**config.mk**
```make
export PLATFORM = sky130hd
export DESIGN_NAME = od_sleep_device_flat
export DESIGN_NICKNAME = d
export VERILOG_FILES = /design/src/od_sleep_pkg.sv /design/src/od_link_if.sv /design/src/od_sleep_device.sv /design/src/flat_wrapper.sv
export SDC_FILE = /design/constraint.sdc
export NUM_CORES = 1
export LEC_CHECK = 0
export BUFFER_PORTS_ARGS = -buffer_cell sky130_fd_sc_hd__buf_2
export CORE_UTILIZATION = 45
export CTS_CLUSTER_SIZE = 40
export DETAILED_ROUTE_END_ITERATION = 10
export GPL_TIMING_DRIVEN = 0
export HOLD_SLACK_MARGIN = 0.15
export PLACE_DENSITY = 0.66
export SLEW_MARGIN = 20
export SYNTH_ARGS = -nofsm -noshare
export SYNTH_HDL_FRONTEND = slang
export SYNTH_SLANG_ARGS = --single-unit
```
**constraint.sdc**
```tcl
create_clock -name ref_clk -period 4.15 [get_ports ref_clk]
set_input_delay 0.2075 -clock ref_clk [delete_from_list [all_inputs] [get_ports ref_clk]]
set_output_delay 0.2075 -clock ref_clk [all_outputs]
set_load 0.05 [all_outputs]
```
**src/od_sleep_pkg.sv**
```systemverilog
package od_sleep_pkg;

	// ----------------------------------------------------------------
	// cells, clock and delay timing
	// ----------------------------------------------------------------
	localparam int CELLS            = 4;       // cells watched
	localparam int CNT_W            = 24;      // delay counter width
	localparam int CLK_HZ           = 10_000_000;
	localparam int CYC_PER_MS       = CLK_HZ / 1000;
	localparam int DETECT_DELAY_MS  = 1000;    // detection delay, 1.0 s
	localparam int RELEASE_DELAY_MS = 7;       // release delay, 7 ms
	localparam int WAKE_EXTRA_MS    = 200;     // added to wake reset
	localparam int WAKE_RESET_MS    = DETECT_DELAY_MS + WAKE_EXTRA_MS;
	localparam logic [CNT_W-1:0] DETECT_CYCLES_DEF  =
		CNT_W'(DETECT_DELAY_MS * CYC_PER_MS);
	localparam logic [CNT_W-1:0] RELEASE_CYCLES_DEF =
		CNT_W'(RELEASE_DELAY_MS * CYC_PER_MS);
	localparam logic [CNT_W-1:0] WAKE_CYCLES_DEF    =
		CNT_W'(WAKE_RESET_MS * CYC_PER_MS);
	localparam logic [CNT_W-1:0] CNT_ONE = CNT_W'(1);

	// ----------------------------------------------------------------
	// synchronised comparator vector layout
	// ----------------------------------------------------------------
	localparam int SYN_W    = 3 * CELLS + 1;
	localparam int SYN_UV   = 0;               // cell below threshold
	localparam int SYN_UVR  = CELLS;           // cell above release
	localparam int SYN_CE   = 2 * CELLS;       // cell above charge enable
	localparam int SYN_VCC  = 3 * CELLS;       // supply at return level

	// ----------------------------------------------------------------
	// link commands
	// ----------------------------------------------------------------
	localparam logic [1:0] CMD_CTRL_WR = 2'h0; // control write
	localparam logic [1:0] CMD_CFG_WR  = 2'h1; // configuration write
	localparam logic [1:0] CMD_CTRL_RD = 2'h2; // control and status read
	localparam logic [1:0] CMD_CFG_RD  = 2'h3; // configuration read

	// ----------------------------------------------------------------
	// control byte fields
	// ----------------------------------------------------------------
	localparam int CTL_DIS     = 0;            // discharge_switch_ctl
	localparam int CTL_CHG     = 1;            // charge_switch_ctl
	localparam int CTL_SLEEP   = 2;            // sleep_request
	localparam int STS_WAKING  = 5;            // wake reset running
	localparam int STS_BLOCKED = 6;            // charge check failed
	localparam int STS_OD      = 7;            // over-discharge held
	localparam logic [2:0] CTL_RST = 3'h0;

	// ----------------------------------------------------------------
	// configuration byte fields
	// ----------------------------------------------------------------
	localparam int CFG_UV_LO   = 0;            // undervolt_sel lo/hi
	localparam int CFG_CE_LO   = 2;            // charge_enable_sel lo/hi
	localparam int CFG_CHK_DIS = 4;            // charge_check_disable
	localparam int CFG_W       = 5;
	localparam logic [CFG_W-1:0] CFG_RST = 5'h00;

	// ----------------------------------------------------------------
	// host registers on the bus
	// ----------------------------------------------------------------
	localparam logic [31:0] REG_CMD  = 32'h0000_0000;
	localparam logic [31:0] REG_STAT = 32'h0000_0004;
	localparam int CMDR_CODE = 8;              // code field of REG_CMD
	localparam int STAT_BUSY = 0;
	localparam int STAT_NAK  = 1;
	localparam int STAT_DATA = 8;

endpackage : od_sleep_pkg

```
**src/od_link_if.sv**
```systemverilog
`timescale 1ns/1ps
// ----------------------------------------------------------------
// command link between host controller and protection device
// ----------------------------------------------------------------
interface od_link_if;
	logic       req;    // host holds until ack or nak
	logic [1:0] cmd;    // command code
	logic [7:0] wdata;  // write byte
	logic       ack;    // one-cycle pulse, command done
	logic       nak;    // one-cycle pulse, refused while asleep
	logic [7:0] rdata;  // read byte, valid with ack

	modport device (input req, input cmd, input wdata,
		output ack, output nak, output rdata);
	modport host (output req, output cmd, output wdata,
		input ack, input nak, input rdata);
endinterface : od_link_if

```
**src/od_sleep_device.sv**
```systemverilog
// The register offsets and the AHB-Lite slave port were decided locally.
`timescale 1ns/1ps
// ----------------------------------------------------------------
// over-discharge and sleep controller, device end
// ----------------------------------------------------------------

module od_sleep_device #(
	parameter logic [od_sleep_pkg::CNT_W-1:0] DETECT_CYCLES =
		od_sleep_pkg::DETECT_CYCLES_DEF,
	parameter logic [od_sleep_pkg::CNT_W-1:0] RELEASE_CYCLES =
		od_sleep_pkg::RELEASE_CYCLES_DEF,
	parameter logic [od_sleep_pkg::CNT_W-1:0] WAKE_CYCLES =
		od_sleep_pkg::WAKE_CYCLES_DEF
) (
	input  wire logic                           ref_clk,
	input  wire logic                           rst,
	od_link_if.device                           link,
	input  wire logic [od_sleep_pkg::CELLS-1:0] cell_under_uv,
	input  wire logic [od_sleep_pkg::CELLS-1:0] cell_above_release,
	input  wire logic [od_sleep_pkg::CELLS-1:0] cell_above_charge_en,
	input  wire logic                           vcc_above_return,
	output logic                                discharge_switch_drive,
	output logic                                charge_switch_drive,
	output logic                                regulated_output,
	output logic [1:0]                          undervolt_sel,
	output logic [1:0]                          charge_enable_sel,
	output logic                                asleep
);
	import od_sleep_pkg::*;

	// ----------------------------------------------------------------
	// state
	// ----------------------------------------------------------------
	typedef enum logic [2:0] {
		ST_RUN,      // awake, switches follow control
		ST_DETECT,   // detection delay running
		ST_SLEEP,    // powered down
		ST_WAKE,     // internal reset after wake
		ST_BLOCKED   // charge check failed
	} mode_e;

	typedef struct packed {
		mode_e            mode;     // controller mode
		logic [CNT_W-1:0] cnt;      // shared delay counter
		logic             od;       // over-discharge protection held
		logic [SYN_W-1:0] s1;       // synchroniser stage 1
		logic [SYN_W-1:0] s2;       // synchroniser stage 2
		logic [SYN_W-1:0] s3;       // synchroniser stage 3
		logic [SYN_W-1:0] filt;     // accepted comparator levels
		logic [2:0]       ctl;      // control byte
		logic [CFG_W-1:0] cfg;      // configuration byte
		logic             ack;      // link done pulse
		logic             nak;      // link refused pulse
		logic [7:0]       rdata;    // link read byte
		logic             dis_off;  // discharge drive, high is off
		logic             chg_off;  // charge drive, high is off
		logic             reg_on;   // regulator enable
	} dev_s;

	// switches off and regulator on from reset onward
	localparam dev_s DEV_RST = '{mode: ST_RUN, ctl: CTL_RST,
		cfg: CFG_RST, dis_off: 1'b1, chg_off: 1'b1, reg_on: 1'b1,
		default: '0};

	dev_s             st;        // registered state
	dev_s             next_st;   // next state
	logic             take;      // link command accepted this cycle
	logic             any_uv;    // some cell below threshold
	logic             all_uvr;   // all cells above release level
	logic             all_ce;    // all cells above charge-enable level
	logic             vcc_hi;    // supply at or above return level
	logic             check_ok;  // charge check passes or is off
	logic             awake_ctl; // control bits may steer switches
	logic             dis_wr;    // discharge ctl written with 1 now
	logic [CNT_W-1:0] cnt_inc;   // counter plus one

	// ----------------------------------------------------------------
	// outputs from flops, asleep decoded from the mode flops
	// ----------------------------------------------------------------
	assign discharge_switch_drive = st.dis_off;
	assign charge_switch_drive    = st.chg_off;
	assign regulated_output       = st.reg_on;
	assign asleep                 = st.mode == ST_SLEEP;
	assign undervolt_sel          = st.cfg[CFG_UV_LO +: 2];
	assign charge_enable_sel      = st.cfg[CFG_CE_LO +: 2];
	assign link.ack               = st.ack;
	assign link.nak               = st.nak;
	assign link.rdata             = st.rdata;

	// ----------------------------------------------------------------
	// accepted comparator levels
	// ----------------------------------------------------------------
	// only the filtered copy is used, never a raw stage
	assign any_uv   = |st.filt[SYN_UV +: CELLS];
	assign all_uvr  = &st.filt[SYN_UVR +: CELLS];
	assign all_ce   = &st.filt[SYN_CE +: CELLS];
	assign vcc_hi   = st.filt[SYN_VCC];
	// a set disable bit acts as a zero-volt charge-enable level
	assign check_ok = st.cfg[CFG_CHK_DIS] || all_ce;
	assign cnt_inc  = st.cnt + CNT_ONE;
	// a new command is taken only between answer pulses
	assign take     = link.req && !st.ack && !st.nak;
	// switch control bits are ignored asleep, in wake reset and when blocked
	assign awake_ctl = st.mode == ST_RUN || st.mode == ST_DETECT;
	// a software write landing on the release edge must not be lost
	assign dis_wr    = take && awake_ctl && link.cmd == CMD_CTRL_WR &&
		link.wdata[CTL_DIS];

	// ----------------------------------------------------------------
	// next state
	// ----------------------------------------------------------------
	always_comb begin
		next_st     = st;
		next_st.ack = 1'b0;
		next_st.nak = 1'b0;

		// three flops, a level counts once stages two and three agree
		next_st.s1   = {vcc_above_return, cell_above_charge_en,
			cell_above_release, cell_under_uv};
		next_st.s2   = st.s1;
		next_st.s3   = st.s2;
		next_st.filt = (st.s2 & st.s3) |
			(st.filt & (st.s2 | st.s3));

		// link commands
		if (take) begin
			if (st.mode == ST_SLEEP) begin
				next_st.nak = 1'b1;
			end else begin
				next_st.ack = 1'b1;
				case (link.cmd)
					CMD_CTRL_WR: begin
						// switch bits only while awake, in run or detection
						if (awake_ctl) begin
							next_st.ctl[CTL_DIS] = link.wdata[CTL_DIS];
							next_st.ctl[CTL_CHG] = link.wdata[CTL_CHG];
						end
						next_st.ctl[CTL_SLEEP] = link.wdata[CTL_SLEEP];
					end
					CMD_CFG_WR: begin
						next_st.cfg = link.wdata[CFG_W-1:0];
					end
					CMD_CTRL_RD: begin
						next_st.rdata = {st.od, st.mode == ST_BLOCKED,
							st.mode == ST_WAKE, 2'b00, st.ctl};
					end
					CMD_CFG_RD: begin
						next_st.rdata = {3'b000, st.cfg};
					end
					default: begin
						next_st.rdata = 8'h00;
					end
				endcase
			end
		end

		// mode sequencing
		case (st.mode)
			ST_RUN: begin
				if (st.od) begin
					// release counts only with the charge switch on
					if (st.ctl[CTL_CHG] && all_uvr) begin
						next_st.cnt = cnt_inc;
						if (cnt_inc == RELEASE_CYCLES) begin
							next_st.od = 1'b0;
							// a fresh write of 1 is needed after release
							next_st.ctl[CTL_DIS] = dis_wr;
						end
					end else begin
						next_st.cnt = '0;
					end
				end else if (any_uv) begin
					// first drop: start the delay, stay in operation
					next_st.mode = ST_DETECT;
					next_st.cnt  = '0;
				end
				// pending sleep waits while the supply is high
				if (st.ctl[CTL_SLEEP] && !vcc_hi) begin
					next_st.mode = ST_SLEEP;
				end
			end
			ST_DETECT: begin
				next_st.cnt = cnt_inc;
				if (!any_uv) begin
					next_st.mode = ST_RUN;
				end else if (cnt_inc == DETECT_CYCLES) begin
					next_st.od  = 1'b1;
					next_st.cnt = '0;
					// both switches off and both bits cleared
					next_st.ctl[CTL_DIS] = 1'b0;
					next_st.ctl[CTL_CHG] = 1'b0;
					// protected but awake while supply is high
					next_st.mode = vcc_hi ? ST_RUN : ST_SLEEP;
				end
				if (st.ctl[CTL_SLEEP] && !vcc_hi) begin
					next_st.mode = ST_SLEEP;
				end
			end
			ST_SLEEP: begin
				next_st.ctl = CTL_RST;
				next_st.cnt = '0;
				if (vcc_hi) begin
					next_st.mode = ST_WAKE;
				end
			end
			ST_WAKE: begin
				next_st.cnt = cnt_inc;
				if (cnt_inc == WAKE_CYCLES) begin
					next_st.cnt  = '0;
					next_st.mode = check_ok ? ST_RUN : ST_BLOCKED;
				end
			end
			ST_BLOCKED: begin
				if (check_ok) begin
					next_st.mode = ST_RUN;
				end
			end
			default: begin
				next_st.mode = ST_SLEEP;
			end
		endcase

		// drives follow the next mode so entry acts at once
		if (next_st.mode == ST_RUN || next_st.mode == ST_DETECT) begin
			next_st.dis_off = next_st.od ||
				!next_st.ctl[CTL_DIS];
			next_st.chg_off = !next_st.ctl[CTL_CHG];
		end else begin
			next_st.dis_off = 1'b1;
			next_st.chg_off = 1'b1;
		end
		next_st.reg_on = next_st.mode != ST_SLEEP;
	end

	// ----------------------------------------------------------------
	// state register
	// ----------------------------------------------------------------
	always_ff @(posedge ref_clk or posedge rst) begin
		if (rst) begin
			st <= DEV_RST;
		end else begin
			st <= next_st;
		end
	end

endmodule : od_sleep_device

```
**src/flat_wrapper.sv**
```systemverilog
// flat-port wrapper written by rule: the top's interface ports become plain ports
module od_sleep_device_flat import od_sleep_pkg::*;
#(
	parameter logic [od_sleep_pkg::CNT_W-1:0] DETECT_CYCLES =
		od_sleep_pkg::DETECT_CYCLES_DEF,
	parameter logic [od_sleep_pkg::CNT_W-1:0] RELEASE_CYCLES =
		od_sleep_pkg::RELEASE_CYCLES_DEF,
	parameter logic [od_sleep_pkg::CNT_W-1:0] WAKE_CYCLES =
		od_sleep_pkg::WAKE_CYCLES_DEF
)
  (ref_clk, rst, cell_under_uv, cell_above_release, cell_above_charge_en, vcc_above_return, discharge_switch_drive, charge_switch_drive, regulated_output, undervolt_sel, charge_enable_sel, asleep, link_req, link_cmd, link_wdata, link_ack, link_nak, link_rdata);
  od_link_if link_i ();
  input  wire logic ref_clk;
  input  wire logic rst;
  input  wire logic [od_sleep_pkg::CELLS-1:0] cell_under_uv;
  input  wire logic [od_sleep_pkg::CELLS-1:0] cell_above_release;
  input  wire logic [od_sleep_pkg::CELLS-1:0] cell_above_charge_en;
  input  wire logic vcc_above_return;
  output logic discharge_switch_drive;
  output logic charge_switch_drive;
  output logic regulated_output;
  output logic [1:0] undervolt_sel;
  output logic [1:0] charge_enable_sel;
  output logic asleep;
  input wire logic [$bits(link_i.req)-1:0] link_req;
  input wire logic [$bits(link_i.cmd)-1:0] link_cmd;
  input wire logic [$bits(link_i.wdata)-1:0] link_wdata;
  output wire logic [$bits(link_i.ack)-1:0] link_ack;
  output wire logic [$bits(link_i.nak)-1:0] link_nak;
  output wire logic [$bits(link_i.rdata)-1:0] link_rdata;
  assign link_i.req = link_req;
  assign link_i.cmd = link_cmd;
  assign link_i.wdata = link_wdata;
  assign link_ack = link_i.ack;
  assign link_nak = link_i.nak;
  assign link_rdata = link_i.rdata;
  od_sleep_device #(.DETECT_CYCLES(DETECT_CYCLES), .RELEASE_CYCLES(RELEASE_CYCLES), .WAKE_CYCLES(WAKE_CYCLES)) u_core (.ref_clk(ref_clk), .rst(rst), .link(link_i), .cell_under_uv(cell_under_uv), .cell_above_release(cell_above_release), .cell_above_charge_en(cell_above_charge_en), .vcc_above_return(vcc_above_return), .discharge_switch_drive(discharge_switch_drive), .charge_switch_drive(charge_switch_drive), .regulated_output(regulated_output), .undervolt_sel(undervolt_sel), .charge_enable_sel(charge_enable_sel), .asleep(asleep));
endmodule
```
* Yosys cells after proc, flatten, opt, wreduce, memory -nomap -nowiden
Index checks and enable logic that the tools add are counted.
** Storage, ports and cells
- Register bits :: 101
- Word-level logic and storage cells :: 102
** Cells by class
- Add/sub/neg operators :: 1
- Eq/ne operators :: 13
- Mux-type cells :: 37
- Bitwise logic cells :: 5
- Reductions and logical operators :: 30
** Operator list (count)
- $pmux 24 s4 :: 1
- $mux 27 :: 2
- $eq 24x24->1 const B :: 2
- $mux 24 :: 2
- $mux 28 :: 1
- $and 13x13->13 :: 2
- $or 13x13->13 :: 2
- $mux 25 :: 1
- $add 24x1->24 const B :: 1
- $eq 24x17->1 const B :: 1
- $mux 3 :: 8
- $mux 18 :: 1
- $pmux 8 s2 :: 1
- $pmux 3 s5 :: 1
- $mux 2 :: 5
- $mux 9 :: 1
- $mux 1 :: 8
- $mux 8 :: 1
- $reduce_and 4->1 :: 2
- $logic_and 1x1->1 :: 7
- $eq 3x1->1 const B :: 2
- $eq 3x2->1 const B :: 2
- $logic_not 3->1 :: 2
- $reduce_and 3->1 :: 2
- other kinds (16) :: 28

* Longest topological paths before layout
- Depth in word-level cells :: 13
- Gate-level depth with buffers :: 12
- Mapped depth without buffers :: 10

* Worst setup path after synthesis
No wires, ideal clock.
- Path type :: reg-to-reg
- Start point :: register u_core.st[74] (netlist bit)
- End point :: register u_core.st[89] (netlist bit)
- Library setup time :: 0.121 ns
- Arrival time :: 3.306 ns
- Data required time :: 4.029 ns
- Path slack :: 0.723 ns
- Cell stages (with the launch flop) :: 12
- Buffers on the path :: 2
- Cells stage by stage :: dfrtp_1 > nand3_2 > or4_1 > buf_2 > or3_4 > xor2_1 > or4_4 > nor4_2 > a211o_2 > nor2_1 > buf_2 > a22o_1
** Between the ends
- Cells in the longest elaborated chain, start to end :: 5
- Elaborated cells on any way between the ends :: 9
- Those cells by class :: add/sub: 1; eq/ne: 2; mux: 6
** Ends and longest elaborated chain
- start, declared :: line od_sleep_device.sv:65 : dev_s st;
- start signal, assigned :: line od_sleep_device.sv:242 : st <= next_st;
- $add 24x1->24 (*) :: line od_sleep_device.sv:100 : assign cnt_inc = st.cnt + CNT_ONE;
- $eq 24x24->1 :: line od_sleep_device.sv:186 : end else if (cnt_inc == DETECT_CYCLES) begin
- $mux 28 :: line od_sleep_device.sv:186
- $mux 25 :: line od_sleep_device.sv:184 : if (!any_uv) begin
- $pmux 24 s4 (*) :: line od_sleep_device.sv:158 : case (st.mode)
Mark *: on every way between the ends. The rest lies on a longest branch, timed or not.
A chain may end at the register's enable or synchronous reset.

* Worst setup path in the final report
- Start point :: register u_core.st[82] (netlist bit)
- End point :: register u_core.st[97] (netlist bit)
The elaborated chain is that of the path after synthesis.

==> impl_metrics.tcl <==
set metrics [dict create \
    die-area_um2 10600 \
    finalNetCount 527 \
    seq_area_frac_synth_pct 55.17 \
    timing.rr.end "u_core.st[97]$_DFFE_PP0P_" \
    reg2regPathDepth 12 \
    synth_edf_count 0 \
    rsz_0062_raised_after_global_routing "no" \
    global_route_wire_length_before_repair_mm 15.83 \
    netlist_top_cells_area "sky130_fd_sc_hd__dfrtp_1 53%, sky130_fd_sc_hd__nand2_1 3.4%, sky130_fd_sc_hd__maj3_1 2.8%" \
    vias_in_the_first_global_route 3176 \
    crit_path_cell_trace "clkbuf_1 > nand2_1 > or4_1 > buf_2 > or3_4 > xor2_1 > or4_4 > o41ai_2 > a211o_2 > nor2_1 > buf_2 > a22o_1" \
    grt_start_max_net_pins 72 \
    wire_length_reported_by_the_detailed_router_mm 9.942 \
    netlist.area_leader.share_pct 53.45 \
    cts.reportedPaths.clkPinSlew_ps 110 \
    crit_path_start_kind "flop" \
    design_area_um2 5458 \
    route.vias.total 3513 \
    clock_skew_ps 13.04 \
    hold_class "primary input to flop" \
    synth_common_cells "98 x sky130_fd_sc_hd__dfrtp_1, 42 x sky130_fd_sc_hd__nand2_1, 24 x sky130_fd_sc_hd__nor2_1, 16 x sky130_fd_sc_hd__o21ai_0" \
    path_max_fanout 10 \
    reg2reg_start "u_core.st[82]$_DFFE_PP0P_" \
    clkSinkCount 101 \
    share_clk_of_total_power_pct 21.7 \
    insertion_delay_ps 370 \
    crit_path_dat_ps 4250 \
    core_region_area_um2 9819 \
    cp_slowest_stage_delay_ps 480 \
    cellInternalPower_uw 1706 \
    ctsRootBufferMaster "sky130_fd_sc_hd__clkbuf_8" \
    io_pins 44 \
    die-width_um 103.0 \
    clockBufferDepth 2 \
    result_of_the_run "complete, no violations" \
    switchingPower_uw 1077 \
    switching_share_pct 38.70 \
    placement.setup.worst_slack_ps -204.8 \
    initial_core_util_pct 46.73 \
    placedInstanceArea_um2 4982 \
    crit_path_end "u_core.st[97]$_DFFE_PP0P_" \
    detail_route.vias_per_cell 5.515 \
    layout_setup_ws_ps 161.4 \
    sequentialPowerShare_pct 43.6 \
    numPlacedInstances 596 \
    p_leak_uw 0.002390 \
    critical_path.most_common_cell "sky130_fd_sc_hd__buf_2" \
    combPwrFrac_pct 34.7 \
    hpwl_mm 6.776 \
    hold_violations 0 \
    synthesis.nets 451 \
    die-height_um 103.0 \
    dr.pass1.iters 6 \
    path_class "flop to flop" \
    post_synth_inst_count 423 \
    groute.usage.overall_pct 20.10 \
    syn_area_per_cell_um2 10.85 \
    cp-end-kind "flop" \
    r2r_slack_ps 160 \
    cts_buffers 9 \
    critical_path.slowest_cell "sky130_fd_sc_hd__or4_4" \
    crit_start "u_core.st[82]$_DFFE_PP0P_" \
    synth_ff_type "sky130_fd_sc_hd__dfrtp_1" \
    power_density_of_the_placed_cells_nw_per_um2 510.0 \
    worst_slew_pin_slew_ps 873.3 \
    drcViolationCount 0 \
    drive_gt1_share_pct 21.63 \
    vdd_drop_max_mv 0.4012 \
    final_cells 637 \
    max_freq_mhz 250.7 \
    tritoncts_clock_tree "done" \
    yosysMostFrequentCell "sky130_fd_sc_hd__dfrtp_1" \
    yosys_top_cell_by_area "sky130_fd_sc_hd__dfrtp_1" \
    fill_cells 910 \
    synthArstFlopShare_pct 100.0 \
    h-tree-depth 3 \
    num_antenna_cells 0 \
    drv_slew 0 \
    syn_area_um2 4588 \
    cap_viol_max_count 0 \
    setup_viol_count_final 0 \
    path_depth 12 \
    critPathTopFamily "simple AND/OR/NAND/NOR gates" \
    finalSetupTns_ps 0 \
    critPathBufInv 3 \
    area.growth.synth_to_final_pct 18.95 \
    crit_required_ps 4410 \
    antenna_left 0 \
    initial_antenna_violation_count 0 \
    place.port_buffers 39 \
    timing.max_slew.rel_slack_pct 41.24 \
    fin_crit_sh_pct 96.11 \
    min_period_ps 3989 \
    core.rowCount 36 \
    grt-ovfl-total 0 \
    ys_seq_elements 101 \
    drt-initial-drc-count 222 \
    routedWlPerCell_um 15.61 \
    globalplace.congestion 0.8834 \
    yosys_warnings 0 \
    post_synth_num_cell_types 60 \
]
## repair_timing
action | CTS | global route
setup endpoints to repair | 16 | 22
gates resized for setup | 3 | 4
pin swaps | 2 | 3
setup buffers | 1 | 5
endpoints found under the hold margin | 49 | 0
hold buffers | 19 | 0
## cell usage in the layout (no fill, tap or decap), drive strengths merged, types with 4 or more instances in the layout
cell          n
dfrtp        98
buf          68
nand2        42
o21ai        30
nor2         24
clkbuf       22
dlygate4sd3  19
inv          15
nand3        14
maj3         13
nor4         12
xnor2        11
a21oi        11
a22o         10
nor3          9
nand4         9
mux2i         7
mux2          7
or4           7
and4          5
or3           5
nand2b        4
o31ai         4
xor2          4
nor2b         4
## layer usage
| layer | vias to the layer above | share of wire, % | GRT usage [%] |
|---|---|---|---|
| li1 | 1663 | - | - |
| met1 | 1722 | 46 | 27.21 |
| met2 | 104 | 47 | 30.82 |
| met3 | 24 | 4.7 | 4.746 |
| met4 | 0 | 2.4 | 9.101 |
| met5 | - | 0 | 0 |
## how the worst min path moves through the flow
| stage | startpoint | to | slack, ps | depth (start not counted) |
|---|---|---|---|---|
| final | link_req | u_core.link.nak$_DFF_PP0_ | 200 | 3 |
| after CTS | link_req | u_core.link.nak$_DFF_PP0_ | 180 | 3 |
| after global routing | link_req | u_core.link.nak$_DFF_PP0_ | 200 | 3 |
| after detailed placement | rst | u_core.next_st[53]$_DFF_PP0_ | 200 | 2 |
| after floorplan | cell_under_uv[0] | u_core.next_st[47]$_DFF_PP0_ | 240 | 0 |
| after global placement | cell_under_uv[3] | u_core.next_st[50]$_DFF_PP0_ | 310 | 1 |
## final cells by class
class / count / area (um^2) / area share, %
plain buffers: 34 / 190.2 / 3.485
clock buffers: 10 / 137.6 / 2.522
clock inverters: 6 / 52.55 / 0.9629
inverters: 12 / 50.05 / 0.9170
multi-input cells: 276 / 1872 / 34.30
flip-flops and latches: 101 / 2531 / 46.38
well taps: 133 / 166.4 / 3.049
repair buffers: 65 / 457.9 / 8.391
## worst register-to-register path, cell delays in order, from the launching register on
cell and delay [ps]:
sky130_fd_sc_hd__dfrtp_1 330, sky130_fd_sc_hd__clkbuf_1 280, sky130_fd_sc_hd__nand2_1 200, sky130_fd_sc_hd__or4_1 430, sky130_fd_sc_hd__buf_2 200, sky130_fd_sc_hd__or3_4 360, sky130_fd_sc_hd__xor2_1 180, sky130_fd_sc_hd__or4_4 480
sky130_fd_sc_hd__o41ai_2 460, sky130_fd_sc_hd__a211o_2 290, sky130_fd_sc_hd__nor2_1 150, sky130_fd_sc_hd__buf_2 250, sky130_fd_sc_hd__a22o_1 260
## flip-flops by register name, summed over array words and instances, names as in the netlist
register and flops:
u_core.st 58, u_core.next_st 26, u_core.link.rdata 8, u_core.charge_switch_drive 1, u_core.link.nak 1, u_core.regulated_output 1, u_core.charge_enable_sel 2, u_core.undervolt_sel 2
u_core.discharge_switch_drive 1, u_core.link.ack 1
## power groups by stage
stage	clock, uW	combinational, uW	sequential, uW
after floorplan	0	670	1250
after global placement	0	903	1230
after detailed placement	0	914	1230
after CTS	630	934	1210
after global routing	670	1030	1230
final	605	966	1210
## cell families (layout without fill, tap and decap cells)
kind of cell | Yosys count | after routing | synth area share, %
muxes | 14 | 14 | 3.245
AOI/OAI and AO/OA | 83 | 83 | 12.33
DFF | 101 | 101 | 55.17
buffers and inverters | 46 | 127 | 5.127
xor gates and xnor gates | 15 | 15 | 2.863
adders and majority gates | 15 | 15 | 3.381
and+or+nand+nor | 149 | 149 | 17.89
## metrics by stage
| step | utilization (%) | hold slack (ps) | total power, uW |
|---|---|---|---|
| final | 55.58 | 198.1 | 2783 |
| after CTS | 54.89 | 176.4 | 2777 |
| after global routing | 55.58 | 198.3 | 2934 |
| after detailed placement | 50.74 | 203.2 | 2146 |
| after global placement | 50.41 | 314.6 | 2131 |
| after floorplan | - | 238.9 | 1923 |
No activity file was read; power rests on OpenSTA's default activity.
